--- src/smc_defines.vh ---
// constants for the selfcheck / reboot / sleep control register block
`ifndef SMC_DEFINES_VH
`define SMC_DEFINES_VH
`define SMC_CTRL1_ADDR      8'h2a
`define SMC_CTRL2_ADDR      8'h2b
`define SMC_CTRL2_RESET     8'h00
`define SMC_CTRL1_RESET     8'h08
`define SMC_BIT_SELFCHECK   7
`define SMC_BIT_REBOOT      6
`define SMC_BIT_UNUSED      5
`define SMC_SMODS_HI        4
`define SMC_SMODS_LO        3
`define SMC_BIT_SLPE        2
`define SMC_MODS_HI         1
`define SMC_MODS_LO         0
`define SMC_BIT_FREAD       1
`define SMC_BIT_ACTIVE      0
`define SMC_MODE_NORMAL     2'h0
`define SMC_MODE_LNLP       2'h1
`define SMC_MODE_HIRES      2'h2
`define SMC_MODE_LOWPWR     2'h3
`define SMC_STANDBY_CYCLES  8'h10
`define SMC_BOOT_CYCLES     8'h20
`define SMC_RECOVER_MS      1
`define SMC_CLK_KHZ         50000
`define SMC_RECOVER_CYCLES  (`SMC_RECOVER_MS * `SMC_CLK_KHZ)
`endif

--- src/smc_mode_ctrl.v ---
// selfcheck, reboot and sleep control register with its mode logic
`timescale 1ns/1ps
`include "smc_defines.vh"
module smc_mode_ctrl #(
  parameter RECOVER_CYCLES = `SMC_RECOVER_CYCLES
) (
  input  wire        clk,
  input  wire        rst_n,
  input  wire [7:0]  regAddr,
  input  wire [7:0]  regWdata,
  input  wire        regWrite,
  input  wire        regRead,
  input  wire        viaI2c,
  input  wire [1:0]  fifoModeField,
  input  wire [1:0]  sleepRateSel,
  input  wire [2:0]  output_rate_sel,
  input  wire        fifoGateBlock,
  input  wire        sleepRequest,
  input  wire        wakeRequest,
  input  wire        resetPin,
  output reg  [7:0]  regRdata,
  output wire        ackSuppress,
  output wire        commReset,
  output wire        linkReady,
  output wire        selfcheck_enable,
  output wire        activeMode,
  output wire        fastRead,
  output wire        autoSleepEn,
  output wire [1:0]  sleepOsrMode,
  output wire [1:0]  wakeOsrMode,
  output wire [1:0]  effOsrMode,
  output wire        sleepRateOverride,
  output wire [10:0] osrRatio,
  output wire        inSleep,
  output reg         fifoFlush,
  output reg         debounceClear,
  output wire        blockRegReset
);
  reg  [7:0] ctrl2_q;
  reg  [7:0] ctrl2_d;
  reg  [1:0] ctrl1_q;
  reg  [1:0] ctrl1_d;
  reg        sleep_q;
  reg        sleep_d;
  reg        pinPrev_q;
  wire       pinPulse;
  wire       forceStandby;
  wire       bootBusy;
  wire       bootDone;
  wire       wrCtrl2;
  wire       wrCtrl1;
  wire       rebootWrite;
  wire [2:0] rateIdx;

  // rate code for each allowed sleep rate: 50, 12.5, 6.25, 1.56 Hz
  function [2:0] sleepRateToCode;
    input [1:0] s;
    begin
      case (s)
        2'h0:    sleepRateToCode = 3'h4;
        2'h1:    sleepRateToCode = 3'h5;
        2'h2:    sleepRateToCode = 3'h6;
        default: sleepRateToCode = 3'h7;
      endcase
    end
  endfunction

  assign wrCtrl2     = regWrite && (regAddr == `SMC_CTRL2_ADDR) && linkReady;
  assign wrCtrl1     = regWrite && (regAddr == `SMC_CTRL1_ADDR) && linkReady;
  assign rebootWrite = wrCtrl2 && regWdata[`SMC_BIT_REBOOT];
  // over I2C the data byte carrying the reboot is not acknowledged
  assign ackSuppress = rebootWrite && viaI2c;
  assign pinPulse    = resetPin && !pinPrev_q;
  // interfaces are held in reset from the reboot write through Standby and boot, not during recovery
  assign commReset     = rebootWrite || bootBusy;
  assign blockRegReset = bootDone;

  smc_reset_seq #(
    .RECOVER_CYCLES (RECOVER_CYCLES)
  ) u_seq (
    .clk           (clk),
    .rst_n         (rst_n),
    .rebootReq     (rebootWrite),
    .pinResetPulse (pinPulse),
    .activeNow     (ctrl1_q[`SMC_BIT_ACTIVE]),
    .forceStandby  (forceStandby),
    .bootBusy      (bootBusy),
    .bootDone      (bootDone),
    .linkReady     (linkReady)
  );

  // register update; boot completion restores defaults and drops the reboot bit
  always @* begin
    ctrl2_d = ctrl2_q;
    ctrl1_d = ctrl1_q;
    if (bootDone) begin
      ctrl2_d = `SMC_CTRL2_RESET;
      ctrl1_d = 2'h0;
    end else begin
      if (wrCtrl2) begin
        ctrl2_d = regWdata;
        ctrl2_d[`SMC_BIT_UNUSED] = 1'b0;
      end
      if (wrCtrl1) begin
        ctrl1_d[`SMC_BIT_ACTIVE] = regWdata[`SMC_BIT_ACTIVE];
        if (fifoModeField == 2'h0)
          ctrl1_d[`SMC_BIT_FREAD] = regWdata[`SMC_BIT_FREAD];
      end
      if (forceStandby)
        ctrl1_d[`SMC_BIT_ACTIVE] = 1'b0;
    end
  end

  assign selfcheck_enable = ctrl2_q[`SMC_BIT_SELFCHECK];
  assign autoSleepEn      = ctrl2_q[`SMC_BIT_SLPE];
  assign sleepOsrMode     = ctrl2_q[`SMC_SMODS_HI:`SMC_SMODS_LO];
  assign wakeOsrMode      = ctrl2_q[`SMC_MODS_HI:`SMC_MODS_LO];
  assign activeMode       = ctrl1_q[`SMC_BIT_ACTIVE];
  assign fastRead         = ctrl1_q[`SMC_BIT_FREAD];
  assign inSleep          = sleep_q;
  assign sleepRateOverride = autoSleepEn && sleep_q;
  assign effOsrMode = sleepRateOverride ? sleepOsrMode : wakeOsrMode;
  assign rateIdx    = sleepRateOverride ? sleepRateToCode(sleepRateSel) : output_rate_sel;

  smc_osr_lookup u_osr (
    .rateSel  (rateIdx),
    .modeSel  (effOsrMode),
    .osrRatio (osrRatio)
  );

  // sleep/wake state; leaving auto-sleep or Active returns to Wake
  always @* begin
    sleep_d = sleep_q;
    if (!autoSleepEn || !activeMode)
      sleep_d = 1'b0;
    else if (sleep_q && wakeRequest)
      sleep_d = 1'b0;
    else if (!sleep_q && sleepRequest)
      sleep_d = 1'b1;
  end

  // registers; status elsewhere is untouched by a transition, only flush and clear pulse
  always @(posedge clk or negedge rst_n) begin
    if (!rst_n) begin
      ctrl2_q       <= `SMC_CTRL2_RESET;
      ctrl1_q       <= 2'h0;
      sleep_q       <= 1'b0;
      pinPrev_q     <= 1'b0;
      fifoFlush     <= 1'b0;
      debounceClear <= 1'b0;
    end else begin
      ctrl2_q       <= ctrl2_d;
      ctrl1_q       <= ctrl1_d;
      sleep_q       <= sleep_d;
      pinPrev_q     <= resetPin;
      debounceClear <= autoSleepEn && (sleep_d != sleep_q);
      fifoFlush     <= autoSleepEn && (sleep_d != sleep_q) && !fifoGateBlock;
    end
  end

  // read data registered on a read strobe; unmapped addresses read zero
  always @(posedge clk or negedge rst_n) begin
    if (!rst_n) begin
      regRdata <= 8'h00;
    end else if (regRead) begin
      if (regAddr == `SMC_CTRL2_ADDR)
        regRdata <= {ctrl2_q[7:6], 1'b0, ctrl2_q[4:0]};
      else
        regRdata <= 8'h00;
    end
  end
endmodule // smc_mode_ctrl

--- src/smc_osr_lookup.v ---
// oversampling ratio lookup by data rate code and oversampling mode
`timescale 1ns/1ps
`include "smc_defines.vh"
module smc_osr_lookup (
  input  wire [2:0]  rateSel,
  input  wire [1:0]  modeSel,
  output reg  [10:0] osrRatio
);
  // rows follow the data rate code 0 (800 Hz) to 7 (1.5625 Hz)
  always @* begin
    osrRatio = 11'h002;
    case (rateSel)
      3'h0: osrRatio = 11'h002;
      3'h1: osrRatio = (modeSel == `SMC_MODE_LOWPWR) ? 11'h002 : 11'h004;
      3'h2: osrRatio = (modeSel == `SMC_MODE_LOWPWR) ? 11'h002 : (modeSel == `SMC_MODE_HIRES) ? 11'h008 : 11'h004;
      3'h3: osrRatio = (modeSel == `SMC_MODE_LOWPWR) ? 11'h002 : (modeSel == `SMC_MODE_HIRES) ? 11'h010 : 11'h004;
      3'h4: osrRatio = (modeSel == `SMC_MODE_LOWPWR) ? 11'h002 : (modeSel == `SMC_MODE_HIRES) ? 11'h020 : 11'h004;
      3'h5: begin
        case (modeSel)
          `SMC_MODE_NORMAL: osrRatio = 11'h010;
          `SMC_MODE_LNLP:   osrRatio = 11'h004;
          `SMC_MODE_HIRES:  osrRatio = 11'h080;
          default:          osrRatio = 11'h002;
        endcase
      end
      3'h6: begin
        case (modeSel)
          `SMC_MODE_NORMAL: osrRatio = 11'h020;
          `SMC_MODE_LNLP:   osrRatio = 11'h008;
          `SMC_MODE_HIRES:  osrRatio = 11'h100;
          default:          osrRatio = 11'h004;
        endcase
      end
      default: begin
        case (modeSel)
          `SMC_MODE_NORMAL: osrRatio = 11'h080;
          `SMC_MODE_LNLP:   osrRatio = 11'h020;
          `SMC_MODE_HIRES:  osrRatio = 11'h400;
          default:          osrRatio = 11'h010;
        endcase
      end
    endcase
  end
endmodule // smc_osr_lookup

--- src/smc_reset_seq.v ---
// reboot sequencer: wait for Standby, run boot, then hold off the link
`timescale 1ns/1ps
`include "smc_defines.vh"
module smc_reset_seq #(
  parameter RECOVER_CYCLES = `SMC_RECOVER_CYCLES
) (
  input  wire clk,
  input  wire rst_n,
  input  wire rebootReq,
  input  wire pinResetPulse,
  input  wire activeNow,
  output wire forceStandby,
  output wire bootBusy,
  output reg  bootDone,
  output wire linkReady
);
  localparam [3:0] ST_IDLE    = 4'h1;
  localparam [3:0] ST_STANDBY = 4'h2;
  localparam [3:0] ST_BOOT    = 4'h4;
  localparam [3:0] ST_RECOVER = 4'h8;

  reg [3:0]  state_q;
  reg [3:0]  state_d;
  reg [7:0]  cnt_q;
  reg [7:0]  cnt_d;
  reg [31:0] recover_q;
  reg [31:0] recover_d;
  reg        done_d;

  assign forceStandby = (state_q != ST_IDLE) && (state_q != ST_RECOVER);
  assign bootBusy     = (state_q == ST_STANDBY) || (state_q == ST_BOOT);
  assign linkReady    = (state_q == ST_IDLE);

  // next state: pin pulse or reboot write both enter the same sequence
  always @* begin
    state_d   = state_q;
    cnt_d     = cnt_q;
    recover_d = recover_q;
    done_d    = 1'b0;
    case (state_q)
      ST_IDLE: begin
        if (rebootReq || pinResetPulse) begin
          cnt_d = 8'h00;
          // already in Standby: skip the wind-down
          state_d = activeNow ? ST_STANDBY : ST_BOOT;
        end
      end
      ST_STANDBY: begin
        cnt_d = cnt_q + 8'h01;
        if (cnt_q == `SMC_STANDBY_CYCLES - 8'h01) begin
          cnt_d   = 8'h00;
          state_d = ST_BOOT;
        end
      end
      ST_BOOT: begin
        cnt_d = cnt_q + 8'h01;
        if (cnt_q == `SMC_BOOT_CYCLES - 8'h01) begin
          done_d    = 1'b1;
          recover_d = 32'h0;
          state_d   = ST_RECOVER;
        end
      end
      ST_RECOVER: begin
        // link stays down so writes from a host that ignores the wait are dropped
        recover_d = recover_q + 32'h1;
        if (recover_q == RECOVER_CYCLES - 1)
          state_d = ST_IDLE;
      end
      default: state_d = ST_IDLE;
    endcase
  end

  // sequencer registers
  always @(posedge clk or negedge rst_n) begin
    if (!rst_n) begin
      state_q   <= ST_IDLE;
      cnt_q     <= 8'h00;
      recover_q <= 32'h0;
      bootDone  <= 1'b0;
    end else begin
      state_q   <= state_d;
      cnt_q     <= cnt_d;
      recover_q <= recover_d;
      bootDone  <= done_d;
    end
  end
endmodule // smc_reset_seq

--- config.mk ---
export PLATFORM = sky130hd
export DESIGN_NAME = smc_mode_ctrl
export DESIGN_NICKNAME = d
export VERILOG_FILES = /design/src/smc_mode_ctrl.v /design/src/smc_osr_lookup.v /design/src/smc_reset_seq.v
export VERILOG_INCLUDE_DIRS = /design/src
export SDC_FILE = /design/constraint.sdc
export NUM_CORES = 1
export LEC_CHECK = 0
export ABC_CLOCK_PERIOD_IN_PS = 2400
export BUFFER_PORTS_ARGS = -buffer_cell sky130_fd_sc_hd__buf_2
export CAP_MARGIN = 20
export CORE_ASPECT_RATIO = 1.5
export CORE_MARGIN = 1.5
export CORE_UTILIZATION = 51
export CTS_CLUSTER_DIAMETER = 30
export DETAILED_ROUTE_END_ITERATION = 8
export GPL_TIMING_DRIVEN = 0
export PLACE_DENSITY = 0.75
export SLEW_MARGIN = 20
export SYNTH_ARGS = -nofsm -noshare
export SYNTH_HDL_FRONTEND = slang
export SYNTH_SLANG_ARGS = --single-unit
--- constraint.sdc ---
create_clock -name clk -period 2.4 [get_ports clk]
set_input_delay 0.36 -clock clk [delete_from_list [all_inputs] [get_ports clk]]
set_output_delay 0.36 -clock clk [all_outputs]
set_load 0.1 [all_outputs]
**Yosys cells after proc, flatten, opt, wreduce, memory -nomap -nowiden**

Cells that the tools add are included.

- Add/sub/neg operators: 2
- Eq/ne operators: 27
- Mux-type cells: 37
- Reductions and logical operators: 36

Operators by type and width:

| cell | count |
|---|---|
| 11-bit one-hot mux with 7 select lines | 1 |
| 32-bit one-hot mux with 2 select lines | 1 |
| 8-bit one-hot mux with 3 select lines | 2 |
| 8-bit 2-to-1 mux | 5 |
| 11-bit 2-to-1 mux | 3 |
| 11-bit one-hot mux with 3 select lines | 1 |
| 32-bit by 1-bit adder with 32-bit output (second input constant) | 1 |
| 32-bit by 16-bit == test with 1-bit output (second input constant) | 1 |
| 32-bit 2-to-1 mux | 1 |
| 9-bit one-hot mux with 3 select lines | 1 |
| 4-bit 2-to-1 mux | 5 |
| 8-bit by 6-bit == test with 1-bit output (second input constant) | 2 |
| 4-bit one-hot mux with 4 select lines | 1 |
| 1-bit logical AND | 13 |
| 3-bit == test (second input constant) | 3 |
| 3-bit 2-to-1 mux | 3 |
| 8-bit by 1-bit adder with 8-bit output (second input constant) | 1 |
| 8-bit by 4-bit == test with 1-bit output (second input constant) | 1 |
| 8-bit by 5-bit == test with 1-bit output (second input constant) | 1 |
| 2-bit nonzero test | 4 |
| 1-bit 2-to-1 mux | 7 |
| 2-bit == test (second input constant) | 3 |
| 3-bit by 2-bit == test with 1-bit output (second input constant) | 2 |
| 2-bit zero test | 3 |
| 21 further kinds | 36 |

- Register bits after elaboration: 67
- Input port bits: 32

**Depth between registers and ports, before layout**

- Depth in word-level cells: 8
- Gate-level depth with buffers: 7
- Depth with buffers taken out: 6

**Modules after synthesis**

Synthesis repeated with hierarchy kept, for this count alone.

- Cell total of the unflattened synthesis: 409
- Area total of the unflattened synthesis: 3881.2 um^2

Modules (own cells, without submodules):

| module | times used | cells an instance | area an instance (um^2) | sequential area each (um^2) |
|---|---|---|---|---|
| smc_reset_seq | 1 | 272 | 2580.0 | 1127.3 |
| smc_mode_ctrl | 1 | 100 | 1073.5 | 500.5 |
| smc_osr_lookup | 1 | 37 | 227.7 | 0.0 |

**Worst setup path after synthesis**

OpenSTA, ideal clock, no wires.

- Kind: reg-to-output
- Start: register sleep_q, in the netlist inSleep
- End: output osrRatio[8]
- Arrival time: 5.197 ns
- Data required time: 2.040 ns
- Path slack: -3.157 ns
- Cell stages (with the launch flop): 6
- Cells stage by stage: dfrtp_1 clkbuf_1 nand2_1 a21oi_1 inv_1 nor4_1

- Longest elaborated chain between the ends: 5
- Elaborated cells on any way between the ends: 15
- Those cells by class: eq/ne (8); mux (4); reduce/logical (3)

Ends and longest elaborated chain:

| what | line | RTL |
|---|---|---|
| start, declared | smc_mode_ctrl.v:43 | `reg sleep_q;` |
| start signal, assigned | smc_mode_ctrl.v:154 | `sleep_q <= sleep_d;` |
| 1-bit logical AND * | smc_mode_ctrl.v:121 | `assign sleepRateOverride = autoSleepEn && sleep_q;` |
| 2-bit 2-to-1 mux * | smc_mode_ctrl.v:122 | `assign effOsrMode = sleepRateOverride ? sleepOsrMode : wakeOsrMode;` |
| named net effOsrMode[0] | smc_mode_ctrl.v:31 | `output wire [1:0] effOsrMode,` |
| 2-bit == test, or another cell as far along | smc_osr_lookup.v:27 | `case (modeSel)` |
| 9-bit one-hot mux with 3 select lines * | smc_osr_lookup.v:27 |  |
| 11-bit one-hot mux with 7 select lines * | smc_osr_lookup.v:12 | `case (rateSel)` |
| end, declared | smc_mode_ctrl.v:33 | `output wire [10:0] osrRatio,` |

The timed path passes the listed nets; every way through them passes the cells marked *.

**Worst setup path after layout**

- Start: register ctrl2_q[2]
- End: output osrRatio[2]

- Longest elaborated chain between the ends: 6
- Elaborated cells on any way between the ends: 24
- Those cells by class: eq/ne (9); mux (12); reduce/logical (3)

Ends and longest elaborated chain:

| what | line | RTL |
|---|---|---|
| start, declared | smc_mode_ctrl.v:39 | `reg [7:0] ctrl2_q;` |
| start signal, assigned | smc_mode_ctrl.v:145 | `` ctrl2_q <= `SMC_CTRL2_RESET; `` |
| start signal, assigned | smc_mode_ctrl.v:152 | `ctrl2_q <= ctrl2_d;` |
| 1-bit logical AND * | smc_mode_ctrl.v:121 |  |
| 2-bit 2-to-1 mux | smc_mode_ctrl.v:122 |  |
| 2-bit == test | smc_osr_lookup.v:19, smc_osr_lookup.v:27 |  |
| 6-bit 2-to-1 mux, or another cell as far along | smc_osr_lookup.v:17 | `` 3'h4: osrRatio = (modeSel == `SMC_MODE_LOWPWR) ? 11'h002 : (modeSel == `SMC_MODE_HIRES) ? 11'h020 : 11'h004; `` |
| 11-bit 2-to-1 mux, on equally long branches | smc_osr_lookup.v:17, smc_osr_lookup.v:15, smc_osr_lookup.v:16 |  |
| 11-bit one-hot mux with 7 select lines * | smc_osr_lookup.v:12 |  |

Every way passes the cells marked *; elsewhere a longest branch is shown, timed or not.

==> reports/metrics.yaml <==
floorplan:
  row_count: 37
  dieArea_sq_um: 7770
  die_w_microns: 72.5
  design.core.area_sq_um: 6940
  initial_core_util: 0.532
  pin_count: 69
  dieHeight_microns: 107
timing:
  max_freq_mhz: 395
  slew_violations: 0
  postLayoutSetupSlackWorst_ns: -0.130
  period_minus_slack_ns: 2.53
  rsz0062_at_grt: "yes"
  tns_ns: -0.526
  hold_violations: 0
  setup_viol: 6
  skew_ns: 0.00894
  period_share: 1.05
  holdWs_ns: 0.118
  max_slew_margin: 0.542
  worst_pin_slew_ns: 0.683
setup_path:
  endpoint: "osrRatio[2]"
  worstPathArrival_ns: 2.17
  r2r_cells: 6
  r2r-start: "u_seq.state_q[2]"
  cp.required_ns: 2.04
  cpMaxStageDelayCell: "dfrtp_4"
  crit_chain: "clkbuf_16 > nand2_4 > clkinvlp_4 > nor2_4 > a21boi_0 > a211o_4 > buf_12"
  start_kind: "register"
  critPathCaptureType: "output port"
  crit_family: "buffers and inverters"
  crit_type: "register to output port"
  slowest_delay_ns: 0.51
  rrSetupSlack_ns: 0.21
  critPathMaxFanout: 7
  path_depth: 7
  r2r-end: "u_seq.recover_q[7]"
  critPathLaunch: "ctrl2_q[2]"
  path_buf_inv: 3
placed_design:
  place_hpwl_microns: 6390
  portBuffers: 63
  gp_congestion: 0.844
  dp_slack_ns: -0.170
power_and_ir_drop:
  p_seq_frac: 0.374
  irDropWorstVdd_mv: 0.513
  power_per_cell_area_nw_per_um2: 626
  pwr-share-clk: 0.372
  p_total_uw: 3160
  combPwrFrac: 0.255
  leakagePower_uw: 0.00249
  swShare: 0.324
  p_int_uw: 2140
  p_sw_uw: 1030
drt:
  wl_microns: 9860
  drt_pass1_iterations: 4
  drtAntennaViolNets: 0
  wl_per_cell_microns: 17.2
  num_vias: 3447
  drc: 0
  drt_iter0_drc: 230
  viasPerCell: 6.01
global_route:
  busiest_layer: "met2"
  antenna_found_initial: 0
  met3_usage: 0.0733
  grt_pass1_wl_microns: 15800
  first_global_vias: 3236
  grt_max_degree: 50
  grt_usage: 0.264
  overflow: 0
  globalRouteMet1Util: 0.321
  grt_use_met2: 0.435
final_layout:
  antennaDiodeCount: 0
  final_net_count: 525
  syn_to_final_growth_pct: 36.8
  postLayoutCoreUtil: 0.728
  drive_gt1_frac: 0.331
synth:
  yosysMostFrequentCell: "dfrtp_1"
  synth_top_cell_by_area: "dfrtp_1"
  synth_cells: 393
  yosysWarnings: 0
  syn_area_sq_um: 3690
  yosysSeqAreaShare: 0.441
  ys_top_cells_by_count: "dfrtp_1, nand2_1, mux2i_1, o21ai_0, nand3_1"
  syn_avg_cell_area_sq_um: 9.40
  synth_area_leaders: "dfrtp_1, mux2i_1, nand2_1"
  synth_top_area_frac: 0.434
  ys_async_sr_fraction: 1.00
  ys_ff_latch: 65
  yosysUniqueCellTypes: 58
  synth_top_flop_cell: "dfrtp_1"
  synth-edff-count: 0
hold_path:
  hp-class: "input pin to register"
  hp-start: "resetPin"
clocking:
  cts_tree: "built"
  cts_buffers: 9
  clock_latency_ns: 0.36
  clock-sinks: 65
  clkTransAtPathRegs_ns: 0.07
  cts_max_level: 3
  cts_buffer_depth: 2
  root_buffer: "clkbuf_8"
flow_run:
  drv_cap: 0
status:
  status: "complete, but fails checks"
  violations: "negative setup slack"
what timing repair did:
action	in CTS	in global routing
hold endpoints to repair	16	0
buffers inserted	17	4
pin swaps	13	7
hold buffers	1	0
setup endpoints to repair	11	29
gates resized for setup	43	11
cell type report:
cell class	count	area [sq um]
Buffer	21	169
Clock buffer	10	138
Clock inverter	6	115
Fill cell	497	1890
Inverter	19	82.6
Multi-Input combinational cell	289	2170
Sequential cell	65	1640
Tap cell	78	97.6
Timing Repair Buffer	86	646
cell families after synthesis:
kind of cell / after synthesis / synth area share
AOI/OAI and AO/OA: 81 / 0.145
xor gates and xnor gates: 4 / 0.00949
adders and majority gates: 2 / 0.00677
buffers and inverters: 42 / 0.0556
DFF: 65 / 0.441
muxes: 28 / 0.0759
other: 1 / 0.00102
and+or+nand+nor: 170 / 0.266
flip-flops by register name, summed over array words and instances (netlist names):
signal,count
regRdata,7
inSleep,1
ctrl1_q,2
u_seq.bootDone,1
ctrl2_q,7
u_seq.recover_q,32
u_seq.state_q,4
pinPrev_q,1
debounceClear,1
fifoFlush,1
u_seq.cnt_q,8
cell usage in the layout (no fill, tap or decap), drive strengths merged, types with 8 or more instances in the layout:
cell / count
and3: 14
a31oi: 8
nor4: 12
nand2: 45
nand3: 23
nand4: 20
a21oi: 10
nor3: 9
inv: 16
mux2i: 28
buf: 96
nor2: 20
o21ai: 25
dfrtp: 64
clkbuf: 20
how the worst min path moves through the flow:
stage,end,cells past startpoint
6_report,pinPrev_q,1
5_1_grt,pinPrev_q,1
4_1_cts,pinPrev_q,1
3_5_place_dp,u_seq.recover_q[27],1
3_3_place_gp,u_seq.recover_q[31],1
2_1_floorplan,ctrl1_q[0],0
through the flow:
stage          std cells  area, sq um
5_1_grt              574         5050
3_3_place_gp         537         4390
2_1_floorplan        396         3980
4_1_cts              570         4970
3_5_place_dp         538         4420
6_report             574         5050
layer usage:
metal	routed length [microns]	up-vias	part of all wire
met5	0	-	0
met4	270	0	0.027
met3	480	22	0.049
met2	5090	105	0.52
met1	4020	1670	0.41
li1	-	1650	-
power groups by stage:
| stage | registers (uW) | logic, uW | clock network (uW) |
|---|---|---|---|
| 2_1_floorplan | 1210 | 558 | 0 |
| 4_1_cts | 1180 | 782 | 1200 |
| 6_report | 1180 | 806 | 1180 |
| 3_5_place_dp | 1200 | 718 | 0 |
| 5_1_grt | 1190 | 867 | 1250 |
| 3_3_place_gp | 1200 | 706 | 0 |
No activity file was read; power rests on OpenSTA's default activity.
